===== config.mk =====
export PLATFORM = sky130hd
export DESIGN_NAME = pgrs_device_flat
export DESIGN_NICKNAME = d
export VERILOG_FILES = /design/src/pgrs_pkg.sv /design/src/pgrs_link_if.sv /design/src/pgrs_device.sv /design/src/flat_wrapper.sv
export SDC_FILE = /design/constraint.sdc
export NUM_CORES = 1
export LEC_CHECK = 0
export BUFFER_PORTS_ARGS = -buffer_cell sky130_fd_sc_hd__buf_2
export CORE_MARGIN = 4
export CORE_UTILIZATION = 48
export CTS_BUF_LIST = sky130_fd_sc_hd__clkbuf_8
export DETAILED_ROUTE_END_ITERATION = 7
export GPL_TIMING_DRIVEN = 0
export PLACE_DENSITY = 0.89
export SLEW_MARGIN = 10
export SYNTH_ARGS = -nofsm -noshare
export SYNTH_HDL_FRONTEND = slang
export SYNTH_SLANG_ARGS = --single-unit

===== constraint.sdc =====
create_clock -name sys_clk -period 1.15 [get_ports sys_clk]
set_clock_uncertainty 0.1 [all_clocks]
set_input_delay 0.2875 -clock sys_clk [delete_from_list [all_inputs] [get_ports sys_clk]]
set_output_delay 0.2875 -clock sys_clk [all_outputs]
set_load 0.1 [all_outputs]

===== src/pgrs_pkg.sv =====
// package: constants, types and timing for the power-good / reset sequencing pair
// Operation
// - board holds supply_ok low, then rises cleanly
// - supply_ok may drop; restabilise before rising
// - each supply_ok rise followed by 1-10 ms reset
// - supply_ok stays high during boundary scan
// - reset clears state, invalidates caches, no writeback
// - power-on reset held at least 1 ms
// - bus outputs released within two clocks of reset (the device releases them on the third clock)
// - reset never longer than 10 ms while supply_ok
// - straps captured at reset deassertion
// - sys_mgmt_irq_n low at release tristates outputs
package pgrs_pkg;
  localparam int unsigned CLK_HZ       = 20000000;
  localparam int unsigned RST_MIN_US   = 1000;   // least reset pulse
  localparam int unsigned RST_MAX_US   = 10000;  // longest reset pulse
  localparam int unsigned RST_PICK_US  = 2000;   // pulse the board actually gives
  localparam int unsigned STABLE_US    = 1000;   // supply settle before supply_ok
  // cycle counts: microseconds times whole clocks per microsecond, no rounding up for any
  localparam int unsigned RST_MIN_CYC  = (RST_MIN_US * (CLK_HZ / 1000000));
  localparam int unsigned RST_MAX_CYC  = (RST_MAX_US * (CLK_HZ / 1000000));
  localparam int unsigned RST_PICK_CYC = (RST_PICK_US * (CLK_HZ / 1000000));
  localparam int unsigned STABLE_CYC   = (STABLE_US * (CLK_HZ / 1000000));
  localparam int unsigned CNT_W        = 24;
  localparam int unsigned STRAP_W      = 8;
  localparam int unsigned BUS_W        = 8;
  localparam int unsigned REL_CYC      = 2;      // bus release deadline
  localparam logic [CNT_W-1:0] CNT_ZERO = 24'h000000;
  localparam logic [CNT_W-1:0] CNT_ONE  = 24'h000001;
  localparam logic [STRAP_W-1:0] STRAP_RST = 8'h00;
  localparam logic [BUS_W-1:0]   BUS_IDLE  = 8'h00;
  localparam logic [1:0]         SYNC_LOW  = 2'h0;   // synchroniser stages behind a low pin
  localparam logic [1:0]         SYNC_HIGH = 2'h3;   // synchroniser stages behind a high pin

  typedef enum logic [1:0] {PGRS_OFF, PGRS_SETTLE, PGRS_RESET, PGRS_RUN} pgrs_board_t;
  typedef enum logic [1:0] {PGRS_DOWN, PGRS_INRESET, PGRS_ACTIVE, PGRS_FLOAT} pgrs_dev_t;
endpackage : pgrs_pkg


===== src/pgrs_link_if.sv =====
// interface: power-good, reset, sys-mgmt interrupt and strap wires between board and device
`timescale 1ns/1ns
`default_nettype none
interface pgrs_link_if;
  logic                          supply_ok_in;   // board -> device
  logic                          reset_n;        // board -> device, active low
  logic                          sys_mgmt_irq_n; // board -> device, active low
  logic [pgrs_pkg::STRAP_W-1:0]  strap;          // board -> device, config levels
  modport board  (output supply_ok_in, output reset_n, output sys_mgmt_irq_n, output strap);
  modport device (input supply_ok_in, input reset_n, input sys_mgmt_irq_n, input strap);
endinterface : pgrs_link_if
`default_nettype wire


===== src/pgrs_device.sv =====
// module: device-side reset response, strap capture and output float control
`timescale 1ns/1ns
`default_nettype none
module pgrs_device (
  // clock and reset
  input  wire logic                         sys_clk,
  input  wire logic                         rst,
  // link
  pgrs_link_if.device                       link,
  // user side: core bus outputs
  input  wire logic [pgrs_pkg::BUS_W-1:0]   bus_out_req,
  input  wire logic [pgrs_pkg::BUS_W-1:0]   bus_oe_req,
  output logic      [pgrs_pkg::BUS_W-1:0]   bus_out,
  output logic      [pgrs_pkg::BUS_W-1:0]   bus_oe,
  // user side: state
  output logic                              core_reset,
  output logic                              cache_inval,
  output logic      [pgrs_pkg::STRAP_W-1:0] config_straps,
  output logic                              outputs_floated
);
  // synchroniser stages: bit 0 takes the pin, bit 1 is the only one read
  logic [1:0]                   pg_sync_reg, pg_sync_next;
  logic [1:0]                   rn_sync_reg, rn_sync_next;
  logic [1:0]                   smi_sync_reg, smi_sync_next;
  logic                         pg_s, rn_s, smi_s;
  // sequencing state and the strap word taken at release
  pgrs_pkg::pgrs_dev_t          state_reg, state_next;
  logic [pgrs_pkg::STRAP_W-1:0] strap_reg, strap_next;
  // output stage
  logic [pgrs_pkg::BUS_W-1:0]   out_reg, out_next;
  logic [pgrs_pkg::BUS_W-1:0]   oe_reg, oe_next;
  logic                         crst_reg, crst_next;
  logic                         inv_reg, inv_next;
  logic                         flt_reg, flt_next;
  logic                         core_drive;

  // one more stage for a pin: the pin enters at the bottom
  function automatic logic [1:0] sync_shift(
    input logic [1:0] stages,
    input logic       pin
  );
    sync_shift = {stages[0], pin};
  endfunction : sync_shift

  // bus word the core may show: its own request while driving, idle otherwise
  function automatic logic [pgrs_pkg::BUS_W-1:0] bus_word(
    input logic                       drive,
    input logic [pgrs_pkg::BUS_W-1:0] req
  );
    bus_word = drive ? req : pgrs_pkg::BUS_IDLE;
  endfunction : bus_word

  // power lost or reset held, both as seen behind the synchronisers
  function automatic logic reset_seen(
    input logic pg,
    input logic rn
  );
    reset_seen = !pg || !rn;
  endfunction : reset_seen

  // synchronisers: the board logic drives these pins with no timing relation to us
  always_comb
  begin
    pg_sync_next  = sync_shift(pg_sync_reg, link.supply_ok_in);
    rn_sync_next  = sync_shift(rn_sync_reg, link.reset_n);
    smi_sync_next = sync_shift(smi_sync_reg, link.sys_mgmt_irq_n);
  end

  // synchroniser flops; interrupt stages start high like the idle pin,
  // so no false interrupt is seen on the first release after reset
  always_ff @(posedge sys_clk)
  begin
    if (rst)
    begin
      pg_sync_reg  <= pgrs_pkg::SYNC_LOW;
      rn_sync_reg  <= pgrs_pkg::SYNC_LOW;
      smi_sync_reg <= pgrs_pkg::SYNC_HIGH;
    end
    else
    begin
      pg_sync_reg  <= pg_sync_next;
      rn_sync_reg  <= rn_sync_next;
      smi_sync_reg <= smi_sync_next;
    end
  end

  // second stage only is read; first stage feeds nothing else
  assign pg_s  = pg_sync_reg[1];
  assign rn_s  = rn_sync_reg[1];
  assign smi_s = smi_sync_reg[1];

  // sequencing: down until power good, in reset until release, then run or float
  always_comb
  begin
    state_next = state_reg;
    strap_next = strap_reg;
    case (state_reg)
      pgrs_pkg::PGRS_DOWN:
      begin
        if (pg_s)
          state_next = pgrs_pkg::PGRS_INRESET;
      end
      pgrs_pkg::PGRS_INRESET:
      begin
        // straps come straight off the link, not synchronised: the board
        // must hold them steady for a few cycles around the release
        if (rn_s)
        begin
          strap_next = link.strap;
          state_next = smi_s ? pgrs_pkg::PGRS_ACTIVE : pgrs_pkg::PGRS_FLOAT;
        end
      end
      pgrs_pkg::PGRS_ACTIVE,
      pgrs_pkg::PGRS_FLOAT:
      begin
        // float lasts until reset or power loss; the core cannot leave it
        state_next = state_reg;
      end
      default:
        state_next = pgrs_pkg::PGRS_DOWN;
    endcase
    // loss of power wins over reset, and both win over any running state
    if (reset_seen(pg_s, rn_s))
      state_next = pg_s ? pgrs_pkg::PGRS_INRESET : pgrs_pkg::PGRS_DOWN;
  end

  // sequencing registers; straps keep their last capture until the next release
  always_ff @(posedge sys_clk)
  begin
    if (rst)
    begin
      state_reg <= pgrs_pkg::PGRS_DOWN;
      strap_reg <= pgrs_pkg::STRAP_RST;
    end
    else
    begin
      state_reg <= state_next;
      strap_reg <= strap_next;
    end
  end

  // output stage: the core reaches the bus only while running, and a reset
  // seen this cycle takes the bus back at the next edge whatever the state
  always_comb
  begin
    core_drive = 1'b0;
    crst_next  = 1'b1;
    inv_next   = 1'b0;
    flt_next   = flt_reg;
    case (state_reg)
      pgrs_pkg::PGRS_DOWN:
        flt_next = 1'b0;
      pgrs_pkg::PGRS_INRESET:
      begin
        inv_next = 1'b1;
        flt_next = 1'b0;
      end
      pgrs_pkg::PGRS_ACTIVE:
      begin
        crst_next  = 1'b0;
        core_drive = 1'b1;
      end
      pgrs_pkg::PGRS_FLOAT:
      begin
        crst_next = 1'b0;
        flt_next  = 1'b1;
      end
      default:
        flt_next = 1'b0;
    endcase
    // two sync edges plus this one: the bus is idle by the third pin edge
    if (reset_seen(pg_s, rn_s))
    begin
      crst_next  = 1'b1;
      core_drive = 1'b0;
    end
    out_next = bus_word(core_drive, bus_out_req);
    oe_next  = bus_word(core_drive, bus_oe_req);
  end

  // output registers: every user-side output but config_straps comes straight from here
  always_ff @(posedge sys_clk)
  begin
    if (rst)
    begin
      out_reg  <= pgrs_pkg::BUS_IDLE;
      oe_reg   <= pgrs_pkg::BUS_IDLE;
      crst_reg <= 1'b1;
      inv_reg  <= 1'b0;
      flt_reg  <= 1'b0;
    end
    else
    begin
      out_reg  <= out_next;
      oe_reg   <= oe_next;
      crst_reg <= crst_next;
      inv_reg  <= inv_next;
      flt_reg  <= flt_next;
    end
  end

  assign bus_out         = out_reg;
  assign bus_oe          = oe_reg;
  assign core_reset      = crst_reg;
  assign cache_inval     = inv_reg;
  assign config_straps   = strap_reg;
  assign outputs_floated = flt_reg;
endmodule : pgrs_device
`default_nettype wire


===== src/flat_wrapper.sv =====
// flat-port wrapper written by rule: the top's interface ports become plain ports
module pgrs_device_flat 
  (sys_clk, rst, bus_out_req, bus_oe_req, bus_out, bus_oe, core_reset, cache_inval, config_straps, outputs_floated, link_supply_ok_in, link_reset_n, link_sys_mgmt_irq_n, link_strap);
  pgrs_link_if link_i ();
  input  wire logic sys_clk;
  input  wire logic rst;
  input  wire logic [pgrs_pkg::BUS_W-1:0] bus_out_req;
  input  wire logic [pgrs_pkg::BUS_W-1:0] bus_oe_req;
  output logic      [pgrs_pkg::BUS_W-1:0] bus_out;
  output logic      [pgrs_pkg::BUS_W-1:0] bus_oe;
  output logic core_reset;
  output logic cache_inval;
  output logic      [pgrs_pkg::STRAP_W-1:0] config_straps;
  output logic outputs_floated;
  input wire logic [$bits(link_i.supply_ok_in)-1:0] link_supply_ok_in;
  input wire logic [$bits(link_i.reset_n)-1:0] link_reset_n;
  input wire logic [$bits(link_i.sys_mgmt_irq_n)-1:0] link_sys_mgmt_irq_n;
  input wire logic [$bits(link_i.strap)-1:0] link_strap;
  assign link_i.supply_ok_in = link_supply_ok_in;
  assign link_i.reset_n = link_reset_n;
  assign link_i.sys_mgmt_irq_n = link_sys_mgmt_irq_n;
  assign link_i.strap = link_strap;
  pgrs_device u_core (.sys_clk(sys_clk), .rst(rst), .link(link_i), .bus_out_req(bus_out_req), .bus_oe_req(bus_oe_req), .bus_out(bus_out), .bus_oe(bus_oe), .core_reset(core_reset), .cache_inval(cache_inval), .config_straps(config_straps), .outputs_floated(outputs_floated));
endmodule

==> parameters.txt <==
Parameter                              Value

Outcome
  Status ... complete, but fails checks
  Failing checks ... negative setup slack

Critical path
  Reg2Reg Depth ... 3
  End of the worst register-to-register path ... u_core.config_straps[6]$_SDFFE_PP0P_
  Critical Path AT ... 1.32 ns
  Launch instance of the worst register-to-register path ... u_core.state_reg[1]$_SDFFE_PP0P_
  Startpoint type of the worst setup path ... flop
  Crit path capture type ... flop
  Critical path class ... reg -> reg
  WP data required ... 1.24 ns
  Internal reg-to-reg setup slack ... -0.08 ns
  Maximum fanout along the worst path ... 8

Route
  DR vias ... 1035
  Routed len/inst ... 16.4 um
  Routed vias/inst ... 4.79
  Number of DRC violations after detailed routing ... 0
  Total length of routed wires ... 3.54 mm
  Initial detailed-routing violation count ... 27
  Post-DRT Antenna Nets ... 0
  First-pass iteration count of the detailed router ... 4

Synthesis
  Sequential element share of the synthesized area ... 55.9%
  Post-synth ARST share ... 0%
  Count of flip-flops with a built-in enable after synthesis ... 0
  Syn Nets ... 144
  Synthesis-stage register bit count ... 35
  Post-Synthesis Cells ... 115
  Number of distinct standard cells referenced by the synthesized netlist ... 20
  Dominant register cell in the synthesized netlist ... sky130_fd_sc_hd__dfxtp_1
  Syn. warnings ... 0
  Area share of the leading cell type in the synthesized netlist ... 55.9%
  Mean cell area of the mapped netlist ... 10.9 um^2
  Most area-consuming cells after synthesis ... sky130_fd_sc_hd__dfxtp_1 56%, sky130_fd_sc_hd__nand2b_1 8.5%, sky130_fd_sc_hd__nor3_2 8.0%
  Summed instance area of the synthesized netlist ... 0.00125 mm^2
  Cell taking the most area after synthesis ... sky130_fd_sc_hd__dfxtp_1

Timing
  Final period util ... 107%
  Max_slew headroom ... 80.0%
  Total count of hold-check failures in the final report ... 0
  Transition time at the pin with the least slew margin ... 0.301 ns
  Unrepaired setup endpoints after global routing ... true
  Setup TNS after final layout ... -1.20 ns
  Max Fclk ... 814 MHz
  Final count of negative-setup-slack endpoints ... 34
  Worst Slack Setup Final ... -0.0791 ns
  Minimum period implied by the final worst setup slack ... 1.23 ns
  Final number of max-transition violations ... 0

Floorplan
  Die Ht ... 59.1 um
  Starting utilization of the core area ... 50.6%
  Area of the placeable core ... 0.00248 mm^2
  Horiz. Die Dim ... 59.1 um
  Num rows ... 18
  Die area ... 0.00349 mm^2
  I/O pin total ... 56

Placement
  Number of placed instances, taps included ... 200
  Weighted congestion reported at the end of routability-driven placement ... 0.656
  I/O Buffers ... 55
  Detailed placer's ending HPWL ... 1.85 mm
  Pre-CTS worst setup slack ... -0.0340 ns

Clocking
  Clock buffers created by TritonCTS ... 5
  Clock latency of the later-clocked register in the worst-skew pair ... 0.28 ns
  Number of sinks driven by the clock tree ... 35
  CTS tree ... built
  Clock Path Buffers ... 2
  Clk Tree Root Cell ... sky130_fd_sc_hd__clkbuf_8
  Clock-pin slew on the worst setup and hold paths ... 0.07 ns
  Number of hold-repair buffers added at the cts stage ... 0
  # H-tree levels ... 2

Global route
  Maximum number of pins on one net before global-route repair ... 11
  Vias in the first global route ... 1105
  Global-route usage over all layers ... 19.2%
  Congestion Overflow GR ... 0
  First-pass GRT wire length ... 4.89 mm
  Number of antenna violations at the first check in global routing ... 0

Power and ir drop
  Areal power density over the cells ... 1050 mW/mm^2
  Total power ... 2.32 mW
  Worst supply voltage drop on vdd ... 1.11 mV
  Leakage power figure ... 0.975 nW

Layout
  Most used cells in the layout excluding fill and tap cells ... 29 x sky130_fd_sc_hd__buf_2, 29 x sky130_fd_sc_hd__dfxtp_2, 28 x sky130_fd_sc_hd__buf_12
  Final std cells w/o fill ... 216
  Antenna diode count ... 0
  Ratio of cells with drive above 1 in the final layout ... 64.0%
  Utilization after layout ... 89.4%
  Post-layout net count ... 214
  Synth-to-Final Area Change ... 76.6%

Job
  Max capacitance violation total ... 0

Hold path
  Hold path endpoint ... u_core.smi_sync_reg[0]$_SDFF_PP1_
  Type of the worst min-delay path ... in -> reg
  Hold Path Origin ... link_sys_mgmt_irq_n
  Hold Path Cell Cnt ... 2
## Yosys cell counts (2+ instances only)
cell type / count
sky130_fd_sc_hd__buf_2: 2
sky130_fd_sc_hd__buf_6: 2
sky130_fd_sc_hd__dfxtp_1: 35
sky130_fd_sc_hd__inv_1: 16
sky130_fd_sc_hd__mux2i_1: 8
sky130_fd_sc_hd__nand2b_1: 17
sky130_fd_sc_hd__nand4b_1: 2
sky130_fd_sc_hd__nor2_1: 3
sky130_fd_sc_hd__nor2b_1: 4
sky130_fd_sc_hd__nor3_1: 6
sky130_fd_sc_hd__nor3_2: 10
sky130_fd_sc_hd__or2_1: 2
## what timing repair did
| action | 4_1_cts | 5_1_grt |
|---|---|---|
| endpoints found under the setup margin | 37 | 46 |
| pin swaps | 0 | 1 |
| buffers inserted | 4 | 4 |
| resized for setup | 110 | 13 |
## worst max-delay path, stage by stage, from the launching register on
cell,delay [ns]
sky130_fd_sc_hd__dfxtp_4,0.37
sky130_fd_sc_hd__and3b_1,0.25
sky130_fd_sc_hd__buf_6,0.17
sky130_fd_sc_hd__mux2i_1,0.24
## worst max-delay path by stage
stage	startpoint	to	slack, ns	depth (start not counted)
4_1_cts	u_core.outputs_floated$_SDFFE_PP0P_	outputs_floated	-0.05	1
3_5_place_dp	rst	u_core.config_straps[3]$_SDFFE_PP0P_	-0.03	4
6_report	u_core.state_reg[1]$_SDFFE_PP0P_	u_core.config_straps[6]$_SDFFE_PP0P_	-0.08	3
2_1_floorplan	u_core.outputs_floated$_SDFFE_PP0P_	u_core.outputs_floated$_SDFFE_PP0P_	0.09	2
5_1_grt	u_core.state_reg[1]$_SDFFE_PP0P_	u_core.config_straps[6]$_SDFFE_PP0P_	-0.10	3
3_3_place_gp	rst	u_core.state_reg[1]$_SDFFE_PP0P_	0.02	4
## metal layers
| metal | vias to the layer above | global-route usage (%) | wire (um) | part of all wire [%] |
|---|---|---|---|---|
| met3 | 4 | 6.10 | 185 | 5.2 |
| li1 | 503 | - | - | - |
| met2 | 38 | 38.8 | 2050 | 58 |
| met1 | 490 | 17.3 | 1270 | 36 |
| met5 | - | 0 | 0 | 0 |
| met4 | 0 | 7.12 | 36 | 1.0 |
## area by class of cell
type                    count  area, um^2
well taps                  30        37.5
clock inverters             1        3.75
flip-flops and latches     35         744
fillers                   100         263
plain buffers               6        62.6
multi-input cells          58         469
repair buffers             63         741
inverters                  16        60.1
clock buffers               7        96.3
## kinds of logic (layout without fill, tap and decap cells)
group / Yosys count / in the layout / share of synthesized area (%)
muxes: 8 / 8 / 6.39
buffers and inverters: 22 / 93 / 8.28
and+or+nand+nor: 50 / 50 / 29.4
DFF: 35 / 35 / 55.9
## through the flow
step | instance area (um^2) | hold slack [ns]
floorplan | 1290 | 0.283
global placement | 1600 | 0.287
detailed placement | 1600 | 0.301
CTS | 2140 | 0.0958
global route | 2210 | 0.0882
finish | 2210 | 0.0936
## power breakdown
part           switching (mW)  internal, mW  leakage [nW]
registers             0.00931          1.22         0.299
logic                  0.0666        0.0710         0.620
clock network           0.413         0.538        0.0557
No activity file was read; power rests on OpenSTA's default activity.
